<file path="src/pisl_pkg.sv">
/*
 * Constants for the primary request status latches: register offsets,
 * implemented-bit masks, field positions and reset values.
 * Assumes a 16-bit register port addressed by printed register offset.
 */
package pisl_pkg;

    localparam int PISL_NREG = 10;
    localparam int PISL_DW = 16;
    localparam int PISL_AW = 16;

    // register indices
    localparam int IDX_LOOP = 0;
    localparam int IDX_DET = 1;
    localparam int IDX_CLAMP = 2;
    localparam int IDX_LOCK = 3;
    localparam int IDX_CORE = 4;
    localparam int IDX_SHORT = 5;
    localparam int IDX_ON = 6;
    localparam int IDX_OFF = 7;
    localparam int IDX_GPLO = 8;
    localparam int IDX_GPHI = 9;

    localparam logic [15:0] PISL_REG_ADDR [PISL_NREG] = '{
        16'h1801, 16'h1805, 16'h1806, 16'h1808, 16'h180A,
        16'h180B, 16'h180C, 16'h180D, 16'h1810, 16'h1811};

    localparam logic [15:0] PISL_IMPL_MASK [PISL_NREG] = '{
        16'h0100, 16'h0301, 16'h003F, 16'h0F07, 16'hFFFF,
        16'h003F, 16'h003F, 16'h003F, 16'hFFFF, 16'hFF00};

    localparam logic [15:0] PISL_FLAG_RST = 16'h0000;
    localparam logic [15:0] PISL_RDATA_RST = 16'h0000;

    // field positions
    localparam int LOOP_LOCK_BIT = 8;
    localparam int ACC_DET_LSB = 8;
    localparam int HP_DET_BIT = 0;
    localparam int CLAMP_FALL_BIT = 5;
    localparam int CLAMP_RISE_BIT = 4;
    localparam int JACK2_FALL_BIT = 3;
    localparam int JACK2_RISE_BIT = 2;
    localparam int JACK1_FALL_BIT = 1;
    localparam int JACK1_RISE_BIT = 0;
    localparam int RATE_LOCK_LSB = 8;
    localparam int INPUT_SIG_BIT = 2;
    localparam int COMP_SIG_LSB = 0;
    localparam int CORE_REQ_LSB = 0;
    localparam int HP_CHAN_LSB = 0;
    localparam int GP_LOW_LSB = 0;
    localparam int GP_HIGH_LSB = 8;

    // request pin idles high under default polarity
    localparam logic PISL_PIN_RST = 1'b1;

endpackage : pisl_pkg

</file>
<file path="src/pisl_status_latches.sv">
/*
 * Primary request status latches: synchronises event sources, latches
 * sticky write-one-to-clear flags in ten status registers and drives
 * the first request output and the request pin.
 * Assumes a host on the same clock using a simple 16-bit register port
 * and mask/polarity levels supplied by neighbouring control logic.
 */
`timescale 1ns/10ps
module pisl_status_latches
    import pisl_pkg::*;
(
    input wire logic ref_clk_i,
    input wire logic resetn_i,
    input wire logic [PISL_AW-1:0] reg_addr_i,
    input wire logic reg_wr_i,
    input wire logic reg_rd_i,
    input wire logic [PISL_DW-1:0] reg_wdata_i,
    output logic [PISL_DW-1:0] reg_rdata_o,
    output logic reg_rvalid_o,
    input wire logic [PISL_NREG-1:0][PISL_DW-1:0] src_mask_i,
    input wire logic req_pol_invert_i,
    input wire logic loop_lock_i,
    input wire logic [1:0] acc_detect_i,
    input wire logic hp_detect_done_i,
    input wire logic mic_clamp_i,
    input wire logic jack_detect_one_i,
    input wire logic jack_detect_two_i,
    input wire logic [3:0] rate_conv_lock_i,
    input wire logic input_sig_detect_i,
    input wire logic [1:0] comp_sig_detect_i,
    input wire logic [15:0] core_request_i,
    input wire logic [5:0] hp_short_i,
    input wire logic [5:0] hp_on_done_i,
    input wire logic [5:0] hp_off_done_i,
    input wire logic [15:0] gp_input_low_i,
    input wire logic [7:0] gp_input_high_i,
    output logic first_request_output_o,
    output logic request_pin_o
);

    localparam int SRC_W = 72;

    typedef struct packed {
        logic [PISL_DW-1:0] rdata;
        logic rvalid;
        logic req;
        logic pin;
    } pisl_top_t;

    logic [1:0] rst_sync_r;
    logic rst_n;
    pisl_top_t st_r;
    pisl_top_t st_nxt;
    logic [SRC_W-1:0] src_lvl;
    logic [SRC_W-1:0] src_rise;
    logic [SRC_W-1:0] src_fall;
    logic [PISL_NREG-1:0][PISL_DW-1:0] set_v;
    logic [PISL_NREG-1:0][PISL_DW-1:0] clr_v;
    logic [PISL_NREG-1:0][PISL_DW-1:0] flags;
    logic [PISL_NREG-1:0] hit;

    // unpacked views of the synchronised edges
    logic r_loop, r_hp, r_clamp, f_clamp, r_j1, f_j1, r_j2, f_j2;
    logic r_insig, f_insig;
    logic [1:0] r_acc, f_acc, r_comp, f_comp;
    logic [3:0] r_rcl, f_rcl;
    logic [15:0] r_core, f_core, r_gpl, f_gpl;
    logic [5:0] r_sc, f_sc, r_on, f_on, r_off, f_off;
    logic [7:0] r_gph, f_gph;
    logic f_loop, f_hp;

    // reset released through two flops; asserted without the clock
    always_ff @(posedge ref_clk_i or negedge resetn_i) begin
        if (!resetn_i) begin
            rst_sync_r <= 2'b00;
        end else begin
            rst_sync_r <= {rst_sync_r[0], 1'b1};
        end
    end
    assign rst_n = rst_sync_r[1];

    // all sources may come from pins or slower domains
    assign src_lvl = {loop_lock_i, acc_detect_i, hp_detect_done_i,
        mic_clamp_i, jack_detect_one_i, jack_detect_two_i,
        rate_conv_lock_i, input_sig_detect_i, comp_sig_detect_i,
        core_request_i, hp_short_i, hp_on_done_i, hp_off_done_i,
        gp_input_low_i, gp_input_high_i};

    pisl_edge_sync #(
        .WIDTH(SRC_W)
    ) u_sync (
        .clk_i(ref_clk_i),
        .rst_n_i(rst_n),
        .level_i(src_lvl),
        .rise_o(src_rise),
        .fall_o(src_fall)
    );

    assign {r_loop, r_acc, r_hp, r_clamp, r_j1, r_j2, r_rcl, r_insig,
        r_comp, r_core, r_sc, r_on, r_off, r_gpl, r_gph} = src_rise;
    assign {f_loop, f_acc, f_hp, f_clamp, f_j1, f_j2, f_rcl, f_insig,
        f_comp, f_core, f_sc, f_on, f_off, f_gpl, f_gph} = src_fall;

    always_comb begin
        set_v = '0;
        set_v[IDX_LOOP][LOOP_LOCK_BIT] = r_loop;
        // detection event is taken as the rise of the detector's report
        set_v[IDX_DET][ACC_DET_LSB +: 2] = r_acc;
        set_v[IDX_DET][HP_DET_BIT] = r_hp;
        set_v[IDX_CLAMP][CLAMP_FALL_BIT] = f_clamp;
        set_v[IDX_CLAMP][CLAMP_RISE_BIT] = r_clamp;
        set_v[IDX_CLAMP][JACK2_FALL_BIT] = f_j2;
        set_v[IDX_CLAMP][JACK2_RISE_BIT] = r_j2;
        set_v[IDX_CLAMP][JACK1_FALL_BIT] = f_j1;
        set_v[IDX_CLAMP][JACK1_RISE_BIT] = r_j1;
        set_v[IDX_LOCK][RATE_LOCK_LSB +: 4] = r_rcl | f_rcl;
        set_v[IDX_LOCK][INPUT_SIG_BIT] = r_insig | f_insig;
        set_v[IDX_LOCK][COMP_SIG_LSB +: 2] = r_comp | f_comp;
        set_v[IDX_CORE][CORE_REQ_LSB +: 16] = r_core;
        set_v[IDX_SHORT][HP_CHAN_LSB +: 6] = r_sc;
        set_v[IDX_ON][HP_CHAN_LSB +: 6] = r_on;
        set_v[IDX_OFF][HP_CHAN_LSB +: 6] = r_off;
        set_v[IDX_GPLO][GP_LOW_LSB +: 16] = r_gpl | f_gpl;
        set_v[IDX_GPHI][GP_HIGH_LSB +: 8] = r_gph | f_gph;
    end

    genvar g;
    generate
        for (g = 0; g < PISL_NREG; g++) begin : g_bank
            assign hit[g] = (reg_addr_i == PISL_REG_ADDR[g]);
            // writing one clears, zero leaves the flag alone
            assign clr_v[g] = (reg_wr_i && hit[g]) ? reg_wdata_i
                : '0;
            // masked edges never reach the flag
            pisl_w1c_bank #(
                .IMPL(PISL_IMPL_MASK[g])
            ) u_bank (
                .clk_i(ref_clk_i),
                .rst_n_i(rst_n),
                .set_i(set_v[g]),
                .mask_i(src_mask_i[g]),
                .clr_i(clr_v[g]),
                .flags_o(flags[g])
            );
        end
    endgenerate

    always_comb begin
        st_nxt = st_r;
        st_nxt.rvalid = reg_rd_i;
        if (reg_rd_i) begin
            st_nxt.rdata = PISL_RDATA_RST;
            for (int i = 0; i < PISL_NREG; i++) begin
                if (hit[i]) begin
                    st_nxt.rdata = flags[i];
                end
            end
        end
        st_nxt.req = |flags;
        // default low-active pin, polarity flip on request
        st_nxt.pin = req_pol_invert_i ? st_nxt.req
            : ~st_nxt.req;
    end

    always_ff @(posedge ref_clk_i or negedge rst_n) begin
        if (!rst_n) begin
            st_r.rdata <= PISL_RDATA_RST;
            st_r.rvalid <= 1'b0;
            st_r.req <= 1'b0;
            st_r.pin <= PISL_PIN_RST;
        end else begin
            st_r <= st_nxt;
        end
    end

    assign reg_rdata_o = st_r.rdata;
    assign reg_rvalid_o = st_r.rvalid;
    assign first_request_output_o = st_r.req;
    assign request_pin_o = st_r.pin;
endmodule : pisl_status_latches

</file>
<file path="src/pisl_edge_sync.sv">
/*
 * Three-stage synchroniser with edge detection for a vector of
 * asynchronous source levels. A change counts once stages two and
 * three agree. Assumes one clock and an already synchronised reset.
 */
`timescale 1ns/10ps
module pisl_edge_sync #(
    parameter int WIDTH = 1
) (
    input wire logic clk_i,
    input wire logic rst_n_i,
    input wire logic [WIDTH-1:0] level_i,
    output logic [WIDTH-1:0] rise_o,
    output logic [WIDTH-1:0] fall_o
);

    typedef struct packed {
        logic [WIDTH-1:0] s1;
        logic [WIDTH-1:0] s2;
        logic [WIDTH-1:0] s3;
        logic [WIDTH-1:0] lvl;
    } pisl_sync_t;

    pisl_sync_t st_r;
    pisl_sync_t st_nxt;

    always_comb begin
        st_nxt = st_r;
        st_nxt.s1 = level_i;
        st_nxt.s2 = st_r.s1;
        st_nxt.s3 = st_r.s2;
        // accepted level moves only when the two late stages agree
        st_nxt.lvl = (st_r.s2 & st_r.s3) | (st_r.lvl & (st_r.s2 | st_r.s3));
    end

    always_ff @(posedge clk_i or negedge rst_n_i) begin
        if (!rst_n_i) begin
            st_r <= '0;
        end else begin
            st_r <= st_nxt;
        end
    end

    assign rise_o = st_r.s2 & st_r.s3 & ~st_r.lvl;
    assign fall_o = ~st_r.s2 & ~st_r.s3 & st_r.lvl;

endmodule : pisl_edge_sync

</file>
<file path="src/pisl_w1c_bank.sv">
/*
 * One 16-bit sticky, write-one-to-clear flag register.
 * Assumes set pulses and clear strobes are on the same clock.
 */
`timescale 1ns/10ps
module pisl_w1c_bank
    import pisl_pkg::*;
#(
    parameter logic [PISL_DW-1:0] IMPL = '1
) (
    input wire logic clk_i,
    input wire logic rst_n_i,
    input wire logic [PISL_DW-1:0] set_i,
    input wire logic [PISL_DW-1:0] mask_i,
    input wire logic [PISL_DW-1:0] clr_i,
    output logic [PISL_DW-1:0] flags_o
);

    typedef struct packed {
        logic [PISL_DW-1:0] flags;
    } pisl_bank_t;

    pisl_bank_t st_r;
    pisl_bank_t st_nxt;

    always_comb begin
        st_nxt = st_r;
        // set wins over a clear in the same cycle
        st_nxt.flags = ((st_r.flags & ~clr_i) | (set_i & ~mask_i)) & IMPL;
    end

    always_ff @(posedge clk_i or negedge rst_n_i) begin
        if (!rst_n_i) begin
            st_r.flags <= PISL_FLAG_RST;
        end else begin
            st_r <= st_nxt;
        end
    end

    assign flags_o = st_r.flags;

endmodule : pisl_w1c_bank

</file>
<file path="config.mk">
export PLATFORM = sky130hd
export DESIGN_NAME = pisl_status_latches
export DESIGN_NICKNAME = d
export VERILOG_FILES = /design/src/pisl_pkg.sv /design/src/pisl_status_latches.sv /design/src/pisl_edge_sync.sv /design/src/pisl_w1c_bank.sv
export SDC_FILE = /design/constraint.sdc
export NUM_CORES = 1
export LEC_CHECK = 0
export BUFFER_PORTS_ARGS = -buffer_cell sky130_fd_sc_hd__buf_2
export CORE_UTILIZATION = 50
export DETAILED_ROUTE_END_ITERATION = 16
export PLACE_DENSITY_LB_ADDON = 0.12
export RECOVER_POWER = 100
export REMOVE_ABC_BUFFERS = 1
export SLEW_MARGIN = 30
export SYNTH_ARGS = -nofsm -noshare
export SYNTH_HDL_FRONTEND = slang
export SYNTH_HIERARCHICAL = 1
export SYNTH_SLANG_ARGS = --single-unit
</file>
<file path="constraint.sdc">
create_clock -name ref_clk_i -period 12.13 [get_ports ref_clk_i]
set_clock_uncertainty 0.2 [all_clocks]
set_input_delay 1.8195 -clock ref_clk_i [delete_from_list [all_inputs] [get_ports ref_clk_i]]
set_output_delay 1.8195 -clock ref_clk_i [all_outputs]
set_load 0.1 [all_outputs]
</file>
==> results.md <==
- Avg Inst Size Synth: 12.4 um2
- Setup WS pre-CTS: between 7 and 8 ns
- Clock tree root buffer cell: clkbuf_16
- Fill cell count: 2836
- Worst Path Required: 11.58 ns
- Final hold slack: 0.140 ns
- CTS tree: done
- Family with the most delay on the worst path: buffers and inverters
- Power Internal: between 2000 and 2500 uW
- Worst-path clk slew: 0.06 ns
- Logic pwr share: 0.063
- Skew-Pair Late Insertion Delay: 0.55 ns
- Hold Path Stages: 0
- Hold Crit Start: u_sync/st_nxt[192]$_DFF_PN0_
- Syn-to-layout area delta: 12.6%
- Maximum clock path buffer count: 3
- Tcrit/Tclk final: 0.515
- Period minus WS final: 6.25 ns
- Initial antenna violation count: 7
- Synth Cell Area: around 17000 um2
- Syn Inst Count: 1341
- GRT overflow: 0
- Critical path class: register to async pin
- IO Count: 288
- Synth warn: 6
- Layout Cells excl Fill: between 2000 and 2500
- CP max-delay cell: clkbuf_1
- TritonCTS Buffers: 40
- Port buffer count: 202
- Routability cong.: 0.890
- GRT Total Usage: 0.227
- Clk sinks: 384
- Chip width: between 150 and 200 um
- Crit path max fanout: 81
- WP data arrival: 5.70 ns
- Setup Fix Bufs, Post-CTS: 0
- Post-route setup TNS: 0 ns
- Core ar.: 32600 um2
- WL/cell: 18.6 um
- Residual DRC: 0
- Die H: 184 um
- Final wirelength: between 30000 and 40000 um
- Worst vdd ir: 0.000118 V
- Final WS setup: 5.88 ns
- Hpwl dp: around 25000 um
- Share of post-route cells with drive strength above 1: 0.262
- Crit end category: async pin
- Cts hold-fix bufs: 0
- Worst setup SP type: register
- Max-cap violations: 6
- Switch share: 0.226
- Buffers & Inverters on Critical Path: 1
- DP Cell Count: ~1900
- First-pass GRT wire length: 58300 um
- Power Density: roughly 150 nW/um2
- R2R Setup Slk: ~5.9 ns
- RSZ-0062 raised after global routing: no
- Crit path from: rst_sync_r[1]$_DFF_PN0_
- Run status: complete, but fails checks
- Die area: 33900 um2
- Fin. max-slew vios: 274
- First DRT Iteration DRCs: 534
- Std cell rows: 66
- Largest net degree at the start of global routing: 172
- NumNets Final: 1808
- FMAX: 0.160 GHz
- Vias/cell: 5.29
- Clk network pwr share: 0.428
- Antenna-violating nets left: 0
- Sw Pwr: just over 600 uW
- Critical R2R Launch: rst_sync_r[1]$_DFF_PN0_
- Worst slew pin tran: ~4.2 ns
- Fin util: 0.573
- CP Depth: 1
- Vias in the first global route: around 11000
- Starting Density: 0.509
- Failing checks: max-capacitance violations, max-slew violations
- Final Hold Vio Count: 0
- CP Cell Sequence: clkbuf_1
- DRT Pass-1 Iters: 5
- CTS resizes: 0
- Detailed-route via count: 10600
- Rel. slew slack: -1.82
- Worst path max stage delay: 3.09 ns
- Endpoints failing setup: 0
- Leakage power: 0.00875 uW
- R2R depth: 1
- Part of the power in registers: 0.509
- CTS H-tree lvls: 2
- Worst Hold Class: register to register
[path summary, 6_finish.rpt]
check,to
min in group asynchronous,u_sync/st_r[135]$_DFF_PN0_
hold / removal,u_sync/st_nxt[120]$_DFF_PN0_
hold reg to reg,u_sync/st_nxt[120]$_DFF_PN0_
setup reg to reg,g_bank[1].u_bank/flags_o[8]$_DFF_PN0_
max in group ref_clk_i,reg_rdata_o[9]$_DFFE_PN0P_
setup / recovery,g_bank[1].u_bank/flags_o[8]$_DFF_PN0_
[per-stage QoR]
step                      power [uW]  area (um2)
final                           2720       18700
after global routing            2830       18700
after CTS                       2770       18900
after detailed placement        1590       17700
after global placement          1580       17700
after floorplan                 1510       16000
[layer usage]
metal	share of wire	GRT usage	vias to the layer above
met2	0.46	0.357	327
met1	0.45	0.312	5277
met5	0.0014	0	-
li1	-	-	4952
met4	0.019	0.0590	8
met3	0.069	0.0605	58
[layout by cell type (no fill, tap or decap), types with 8 or more instances in the layout]
cell       count
a21oi_1       13
a222oi_1      12
a22oi_1       13
and2_0        21
and2_1         9
and3_1        58
and3b_2       72
buf_2        171
clkbuf_1      45
clkbuf_16     41
conb_1        86
dfrtp_1      383
inv_1        155
maj3_1        72
mux2i_1       13
nand2_1       15
nand4_1       16
nor2_1         8
nor2b_1       14
nor3b_1       34
nor4_1        49
o2111a_1       9
o211ai_1      12
o21ai_0       43
o22ai_1       17
o22ai_2       61
or2_2         31
[layout make-up]
type                            instances  area, um2  area share
Antenna cell                            2       5.00    0.000268
Clock buffer                           57       1160      0.0619
Clock inverter                          9       80.1     0.00428
Inverter                              155        582      0.0311
Multi-Input combinational cell        742       5610       0.300
Sequential cell                       384       9610       0.514
Tap cell                              442        553      0.0296
Timing Repair Buffer                  216       1090      0.0586
[registers in the layout, summed over array words and instances (netlist names)]
register                count
u_sync/st_nxt             144
u_sync/st_r               144
g_bank.u_bank/flags_o      75
reg_rdata_o                16
rst_sync_r                  2
first_request_output_o      1
reg_rvalid_o                1
request_pin_o               1
[power by group through the flow]
stage               Sequential (uW)  Combinational, uW  Clock [uW]
floorplan                      1420               88.0           0
global placement               1400                176           0
detailed placement             1410                179           0
CTS                            1390                180        1200
global route                   1390                191        1250
finish                         1380                172        1160
Note: power is estimated with default switching activity, not from simulation.
